===== src/hw/ts_sample_pkg.sv =====
// constants for the third and fourth timestamp sample record
// Overview of operation
// - unit index pointer selects shown unit
// - nanoseconds bit 30 set on rising edge
// - third sample polarity flag, read-only, resets zero
// - third sample nanoseconds in bits 29:0
// - third sample seconds, full 32 bits
// - fourth sample polarity flag, read-only, resets zero
// - fourth sample nanoseconds in bits 29:0
// - fourth sample seconds, full 32 bits
// - third sample 8ns slot in bits 2:0
// - fourth sample 8ns slot in bits 2:0
// - slot codes 000,001,101,011,100 per 8ns
package ts_sample_pkg;

  // bus widths
  localparam int ADDR_W = 16;
  localparam int DATA_W = 32;

  // register offsets
  localparam logic [15:0] OFS_S3_NS  = 16'h056C;
  localparam logic [15:0] OFS_S3_SEC = 16'h0570;
  localparam logic [15:0] OFS_S3_PH  = 16'h0574;
  localparam logic [15:0] OFS_S4_NS  = 16'h0578;
  localparam logic [15:0] OFS_S4_SEC = 16'h057C;
  localparam logic [15:0] OFS_S4_PH  = 16'h0580;
  localparam logic [15:0] OFS_CTRL   = 16'h0600;

  // field layout
  localparam int NS_W     = 30;
  localparam int SEC_W    = 32;
  localparam int SLOT_W   = 3;
  localparam int POL_BIT  = 30;
  localparam int UIDX_W   = 1;
  localparam int CTRL_EN  = 0;
  localparam int CTRL_CLR = 1;

  // reset values
  localparam logic [29:0] NS_RST   = 30'h0000_0000;
  localparam logic [31:0] SEC_RST  = 32'h0000_0000;
  localparam logic [2:0]  CODE_RST = 3'h0;
  localparam logic        POL_RST  = 1'h0;
  localparam logic        EN_RST   = 1'h1;

  // slot codes within the 40ns period
  localparam logic [2:0] CODE_0NS  = 3'h0;
  localparam logic [2:0] CODE_8NS  = 3'h1;
  localparam logic [2:0] CODE_16NS = 3'h5;
  localparam logic [2:0] CODE_24NS = 3'h3;
  localparam logic [2:0] CODE_32NS = 3'h4;

  // sample selector in the record index on the read side
  localparam logic SEL_THIRD  = 1'h0;
  localparam logic SEL_FOURTH = 1'h1;

endpackage


===== src/hw/capture_record.sv =====
// one sample record: polarity, nanoseconds, seconds and slot code
`timescale 1ns/1ps
module capture_record (
  // clock and reset
  input  wire logic        clk_i,
  input  wire logic        nrst_i,
  // control
  input  wire logic        load_i,
  input  wire logic        clear_i,
  // captured values
  input  wire logic        pol_i,
  input  wire logic [29:0] nanos_i,
  input  wire logic [31:0] secs_i,
  input  wire logic [2:0]  code_i,
  // held record
  output logic             pol_o,
  output logic      [29:0] nanos_o,
  output logic      [31:0] secs_o,
  output logic      [2:0]  code_o
);

  // load beats clear, all fields move on one edge
  always_ff @(posedge clk_i or negedge nrst_i) begin
    if (!nrst_i) begin
      pol_o   <= ts_sample_pkg::POL_RST;
      nanos_o <= ts_sample_pkg::NS_RST;
      secs_o  <= ts_sample_pkg::SEC_RST;
      code_o  <= ts_sample_pkg::CODE_RST;
    end else if (load_i) begin
      pol_o   <= pol_i;
      nanos_o <= nanos_i;
      secs_o  <= secs_i;
      code_o  <= code_i;
    end else if (clear_i) begin
      pol_o   <= ts_sample_pkg::POL_RST;
      nanos_o <= ts_sample_pkg::NS_RST;
      secs_o  <= ts_sample_pkg::SEC_RST;
      code_o  <= ts_sample_pkg::CODE_RST;
    end
  end
endmodule


===== src/hw/ts_sample_34.sv =====
// third and fourth event timestamp sample registers, per unit
`timescale 1ns/1ps
module ts_sample_34 #(
  parameter int UNITS = 2
) (
  // clock and reset
  input  wire logic        clk_i,
  input  wire logic        nrst_i,

  // register port
  input  wire logic [15:0] addr_i,
  input  wire logic [31:0] wdata_i,
  input  wire logic        wr_i,
  input  wire logic        rd_i,
  output logic      [31:0] rdata_o,

  // unit index pointer
  input  wire logic        unit_index_i,

  // capture from the trigger logic
  input  wire logic        cap_stb_i,
  input  wire logic        cap_unit_i,
  input  wire logic        cap_fourth_i,
  input  wire logic        cap_rising_i,
  input  wire logic [29:0] cap_nanos_i,
  input  wire logic [31:0] cap_secs_i,
  input  wire logic [2:0]  cap_slot_i,

  // status
  output logic             capture_enable_o
);

  localparam int REC = UNITS * 2;

  // elaboration check
  if (UNITS < 1 || UNITS > 2) begin : g_bad_units
    $error("UNITS must be 1 or 2");
  end

  // control register state
  logic             en_r;
  logic             clr;
  logic             ctrl_hit;

  // held records, index unit*2 + sample
  logic             pol_q   [REC];
  logic      [29:0] nanos_q [REC];
  logic      [31:0] sec_q   [REC];
  logic      [2:0]  code_q  [REC];

  // capture side
  logic      [2:0]  cap_code;
  logic             cap_go;

  // read side
  logic      [31:0] rdata_r;
  logic      [31:0] rdata_nxt;
  logic             sel_ok;
  logic      [1:0]  r3;
  logic      [1:0]  r4;

  // slot number to code
  function automatic logic [2:0] slot_code(input logic [2:0] slot);
    case (slot)
      3'h0: slot_code = ts_sample_pkg::CODE_0NS;
      3'h1: slot_code = ts_sample_pkg::CODE_8NS;
      3'h2: slot_code = ts_sample_pkg::CODE_16NS;
      3'h3: slot_code = ts_sample_pkg::CODE_24NS;
      3'h4: slot_code = ts_sample_pkg::CODE_32NS;
      default: slot_code = ts_sample_pkg::CODE_RST;
    endcase
  endfunction

  // control decode
  assign ctrl_hit = wr_i && (addr_i == ts_sample_pkg::OFS_CTRL);
  assign clr      = ctrl_hit && wdata_i[ts_sample_pkg::CTRL_CLR];

  // capture enable register
  always_ff @(posedge clk_i or negedge nrst_i) begin
    if (!nrst_i) begin
      en_r <= ts_sample_pkg::EN_RST;
    end else if (ctrl_hit) begin
      en_r <= wdata_i[ts_sample_pkg::CTRL_EN];
    end
  end

  assign capture_enable_o = en_r;

  // capture qualification
  assign cap_go   = cap_stb_i && en_r;
  assign cap_code = slot_code(cap_slot_i);

  // one record per unit and sample
  for (genvar i = 0; i < REC; i++) begin : g_rec
    logic load;

    assign load = cap_go && (int'(cap_unit_i) == i / 2) &&
                  (cap_fourth_i == ((i % 2) == 1));

    capture_record u_rec (
      .clk_i   (clk_i),
      .nrst_i  (nrst_i),
      .load_i  (load),
      .clear_i (clr),
      .pol_i   (cap_rising_i),
      .nanos_i (cap_nanos_i),
      .secs_i  (cap_secs_i),
      .code_i  (cap_code),
      .pol_o   (pol_q[i]),
      .nanos_o (nanos_q[i]),
      .secs_o  (sec_q[i]),
      .code_o  (code_q[i])
    );
  end

  // record selection by unit index
  assign sel_ok = int'(unit_index_i) < UNITS;
  assign r3     = {unit_index_i, ts_sample_pkg::SEL_THIRD};
  assign r4     = {unit_index_i, ts_sample_pkg::SEL_FOURTH};

  // read data decode
  always_comb begin
    rdata_nxt = 32'h0000_0000;
    if (sel_ok) begin
      case (addr_i)
        ts_sample_pkg::OFS_S3_NS: begin
          rdata_nxt[ts_sample_pkg::POL_BIT] = pol_q[r3];
          rdata_nxt[29:0] = nanos_q[r3];
        end
        ts_sample_pkg::OFS_S3_SEC: begin
          rdata_nxt = sec_q[r3];
        end
        ts_sample_pkg::OFS_S3_PH: begin
          rdata_nxt[2:0] = code_q[r3];
        end
        ts_sample_pkg::OFS_S4_NS: begin
          rdata_nxt[ts_sample_pkg::POL_BIT] = pol_q[r4];
          rdata_nxt[29:0] = nanos_q[r4];
        end
        ts_sample_pkg::OFS_S4_SEC: begin
          rdata_nxt = sec_q[r4];
        end
        ts_sample_pkg::OFS_S4_PH: begin
          rdata_nxt[2:0] = code_q[r4];
        end
        default: begin
          rdata_nxt = 32'h0000_0000;
        end
      endcase
    end
    if (addr_i == ts_sample_pkg::OFS_CTRL) begin
      rdata_nxt = 32'h0000_0000;
      rdata_nxt[ts_sample_pkg::CTRL_EN] = en_r;
    end
  end

  // read data stands one cycle, zero otherwise
  always_ff @(posedge clk_i or negedge nrst_i) begin
    if (!nrst_i) begin
      rdata_r <= 32'h0000_0000;
    end else if (rd_i) begin
      rdata_r <= rdata_nxt;
    end else begin
      rdata_r <= 32'h0000_0000;
    end
  end

  assign rdata_o = rdata_r;
endmodule


===== config.mk =====
export PLATFORM = sky130hd
export DESIGN_NAME = ts_sample_34
export DESIGN_NICKNAME = d
export VERILOG_FILES = /design/src/hw/ts_sample_pkg.sv /design/src/hw/capture_record.sv /design/src/hw/ts_sample_34.sv
export SDC_FILE = /design/constraint.sdc
export NUM_CORES = 1
export LEC_CHECK = 0
export ABC_AREA = 1
export BUFFER_PORTS_ARGS = -buffer_cell sky130_fd_sc_hd__buf_2
export CORE_ASPECT_RATIO = 0.9
export CORE_MARGIN = 10
export CORE_UTILIZATION = 40
export DETAILED_ROUTE_END_ITERATION = 16
export SLEW_MARGIN = 15
export SYNTH_ARGS = -nofsm -noshare
export SYNTH_HDL_FRONTEND = slang
export SYNTH_SLANG_ARGS = --single-unit

===== constraint.sdc =====
create_clock -name clk_i -period 2.15 [get_ports clk_i]
set_clock_uncertainty 0.05 [all_clocks]
set_input_delay 0 -clock clk_i [delete_from_list [all_inputs] [get_ports clk_i]]
set_output_delay 0 -clock clk_i [all_outputs]
set_load 0.02 [all_outputs]

==> impl_metrics.env <==
export IMPL_fp_dieArea_mm2=0.0426
export IMPL_yosys_cell_types_count=29
export IMPL_report_power_total_uw=11700
export IMPL_maximum_number_of_pins_on_one_net_before_global_route_repair=133
export IMPL_area_growth_syn_to_layout_pct=21.4
export IMPL_data_arrival_time_of_the_critical_path_ns=2.44
export IMPL_post_route_cells_drive_above_1_share_pct=13.3
export IMPL_numClockSinks=297
export IMPL_die_w_um=216
export IMPL_ys_async_sr_fraction_pct=100
export IMPL_yosysTopAreaCellShare_pct=53.3
export IMPL_postSynth_topFlopCell="sky130_fd_sc_hd__dfrtp_1"
export IMPL_synth_warning_count=0
export IMPL_avgSynthCellArea_um2=7.94
export IMPL_hold_viol=0
export IMPL_setup_worst_path_class="input pin to flop"
export IMPL_fin_setup_tns_ns=0
export IMPL_die_height_um=197
export IMPL_final_max_slew_violation_count=0
export IMPL_num_io_pins=155
export IMPL_drt_drc_violations_left=0
export IMPL_number_of_enable_type_register_cells_in_the_synthesized_netlist=0
export IMPL_finalWorstPathRequiredPeriod_ns=2.05
export IMPL_detailedRoute_firstIterationViolations=656
export IMPL_totalWireLength_um=38200
export IMPL_htree_num_levels=1
export IMPL_worst_slack_ns=0.103
export IMPL_worstMarginPinSlew_ns=0.604
export IMPL_worst_skew_pair_late_latency_ns=0.56
export IMPL_gp_congestion=0.812
export IMPL_worstHoldPathType="input pin to flop"
export IMPL_nNetsFinal=2014
export IMPL_leakage_uw=0.00868
export IMPL_synth_largest_area_cell="sky130_fd_sc_hd__dfrtp_1"
export IMPL_finish_instance_area_mm2=0.0169
export IMPL_seq_area_frac_synth_pct=53.5
export IMPL_placement_io_buffers=124
export IMPL_power_per_cell_area_mw_per_mm2=693
export IMPL_globalRoute_totalOverflow=0
export IMPL_timing_critical_path_from_type="input pin"
export IMPL_timing_fmax_ghz=0.489
export IMPL_wire_per_inst_um=16.1
export IMPL_rrSetupSlack_ns=0.21
export IMPL_antenna_left=0
export IMPL_tritoncts_num_buffers=30
export IMPL_antenna_found_initial=0
export IMPL_post_drt_via_cell_ratio=5.01
export IMPL_postSynthNetCount=1872
export IMPL_tritoncts_clock_tree="built"
export IMPL_report_final_setup_viol=0
export IMPL_post_dp_hpwl_um=23100
export IMPL_post_place_cells=2238
export IMPL_place_area_mm2=0.0149
export IMPL_worst_slew_margin_rel_pct=59.7
export IMPL_vdd_ir_drop_max_v=0.000664
export IMPL_worstPathRequired_ns=2.54
export IMPL_netlist_area_mm2=0.0139
export IMPL_max_clock_path_buffers=3
export IMPL_postSynthCellCount=1750
export IMPL_run_status="completed"
export IMPL_ys_ff_latch=297
export IMPL_max_cap_violation_count=0
export IMPL_antenna_fix_cells=0
export IMPL_worst_setup_hold_path_clk_slew_ns=0.06
export IMPL_dp_slack_ns=0.241
export IMPL_groute_usage_overall_pct=18.0
export IMPL_fill_cells=3373
export IMPL_finish_cell_count_without_fillers=2376
export IMPL_critPathMaxFanout=4
export IMPL_drtPass1Iterations=5
export IMPL_first_global_vias=12000
export IMPL_grt_first_pass_wirelength_um=63400
export IMPL_min_period_over_period_pct=95.2
export IMPL_setup_worst_path_end_class="flop"
export IMPL_coreArea_mm2=0.0341
export IMPL_layout_cells_most_common="sky130_fd_sc_hd__nand2_1"
export IMPL_layout_common_cells="563 x sky130_fd_sc_hd__nand2_1, 296 x sky130_fd_sc_hd__dfrtp_1, 284 x sky130_fd_sc_hd__nand3_1, 208 x sky130_fd_sc_hd__o21ai_1, 122 x sky130_fd_sc_hd__buf_2"
export IMPL_post_cts_repair_setup_buffers=0
export IMPL_start_util_pct=40.7
export IMPL_rows=64
export IMPL_clock_root_buffer="sky130_fd_sc_hd__clkbuf_16"
export IMPL_synth_top_cells_by_area="sky130_fd_sc_hd__dfrtp_1 53%, sky130_fd_sc_hd__nand2_1 15%, sky130_fd_sc_hd__nand3_1 10%, sky130_fd_sc_hd__o21ai_1 7.5%, sky130_fd_sc_hd__o21ai_0 2.2%"
export IMPL_route_vias_total=11900
export IMPL_rsz0062_at_grt="no"
==> synthesized netlist by cell type (all sizes together), types with 2 or more instances <==
cell type and count:
nor3 2, inv 81, buf 76, nand4 2
a21oi 4, nor2 84, nand2 592, o21ai 267
dfrtp 296, and2 3, nand3 284, clkbuf 54
==> cell families after synthesis <==
| kind of cell | share of synthesized area, % |
|---|---|
| multiplexers | 0.0721 |
| flip-flops | 53.5 |
| buffers and inverters | 6.89 |
| XOR/XNOR | 0.0631 |
| AND/OR/NAND/NOR | 29.7 |
| AO/OA/AOI/OAI | 9.76 |
==> worst paths after layout <==
| kind | cells past startpoint | start | end |
|---|---|---|---|
| max | 10 | addr_i[0] | rdata_o[0] |
| min | 8 | addr_i[12] | rdata_o[2] |
| max reg2reg | 4 | capture_enable_o | rdata_o[0] |
| min reg2reg | 2 | g_rec[2].u_rec.nanos_o[24] | g_rec[2].u_rec.nanos_o[24] |
| max in group asynchronous | 4 | nrst_i | g_rec[3].u_rec.secs_o[24] |
| min in group asynchronous | 3 | nrst_i | g_rec[2].u_rec.nanos_o[4] |
==> layout make-up <==
type / instances / area [um2] / area share, %
well taps: 462 / 578 / 3.43
multi-input cells: 1241 / 5550 / 32.9
flip-flops and latches: 297 / 7430 / 44.1
clock buffers: 44 / 895 / 5.30
repair buffers: 240 / 1950 / 11.5
clock inverters: 10 / 150 / 0.890
inverters: 82 / 310 / 1.84
==> what timing repair did <==
action | in CTS | in global routing
endpoints found under the setup margin | 0 | 13
gates resized for setup | 0 | 10
hold buffers | 85 | 0
endpoints found under the hold margin | 569 | 0
==> critical path, stage by stage <==
cell                            delay, ns
sky130_fd_sc_hd__dlygate4sd3_1       0.54
sky130_fd_sc_hd__buf_2               0.14
sky130_fd_sc_hd__nor2_4              0.12
sky130_fd_sc_hd__nand2_2             0.10
sky130_fd_sc_hd__nor2_1              0.10
sky130_fd_sc_hd__nand3_1             0.14
sky130_fd_sc_hd__o21ai_1             0.15
sky130_fd_sc_hd__dlygate4sd3_1       0.57
sky130_fd_sc_hd__a21oi_1             0.04
sky130_fd_sc_hd__dlygate4sd3_1       0.54
==> report_power, final <==
part,total [uW],internal [uW],leakage [uW],switching [uW]
registers,5590,5590,0.00415,1.61
clock network,5480,3340,0.000519,2140
logic,613,221,0.00402,392
total,11700,9150,0.00868,2540
==> sequential cells by signal, summed over array words and instances, names as in the netlist <==
register             flops
g_rec.u_rec.pol_o        4
g_rec.u_rec.secs_o     128
g_rec.u_rec.code_o      12
capture_enable_o         1
rdata_o                 32
g_rec.u_rec.nanos_o    120
==> per-stage QoR <==
step                      utilization [%]  hold WS, ns
final                                49.4       0.0163
after global routing                 49.4       0.0467
after global placement               43.8      -0.0462
after floorplan                         -       -0.346
after detailed placement             43.8      -0.0483
after CTS                            49.4      0.00171
==> per-layer routing <==
metal,vias to the layer above,track usage (%),share of wire (%)
li1,5994,-,-
met2,201,31.2,48
met3,60,3.02,4.1
met1,5658,22.9,45
met5,-,0,0
met4,0,4.71,2.6
(Power assumes the default switching activity.)
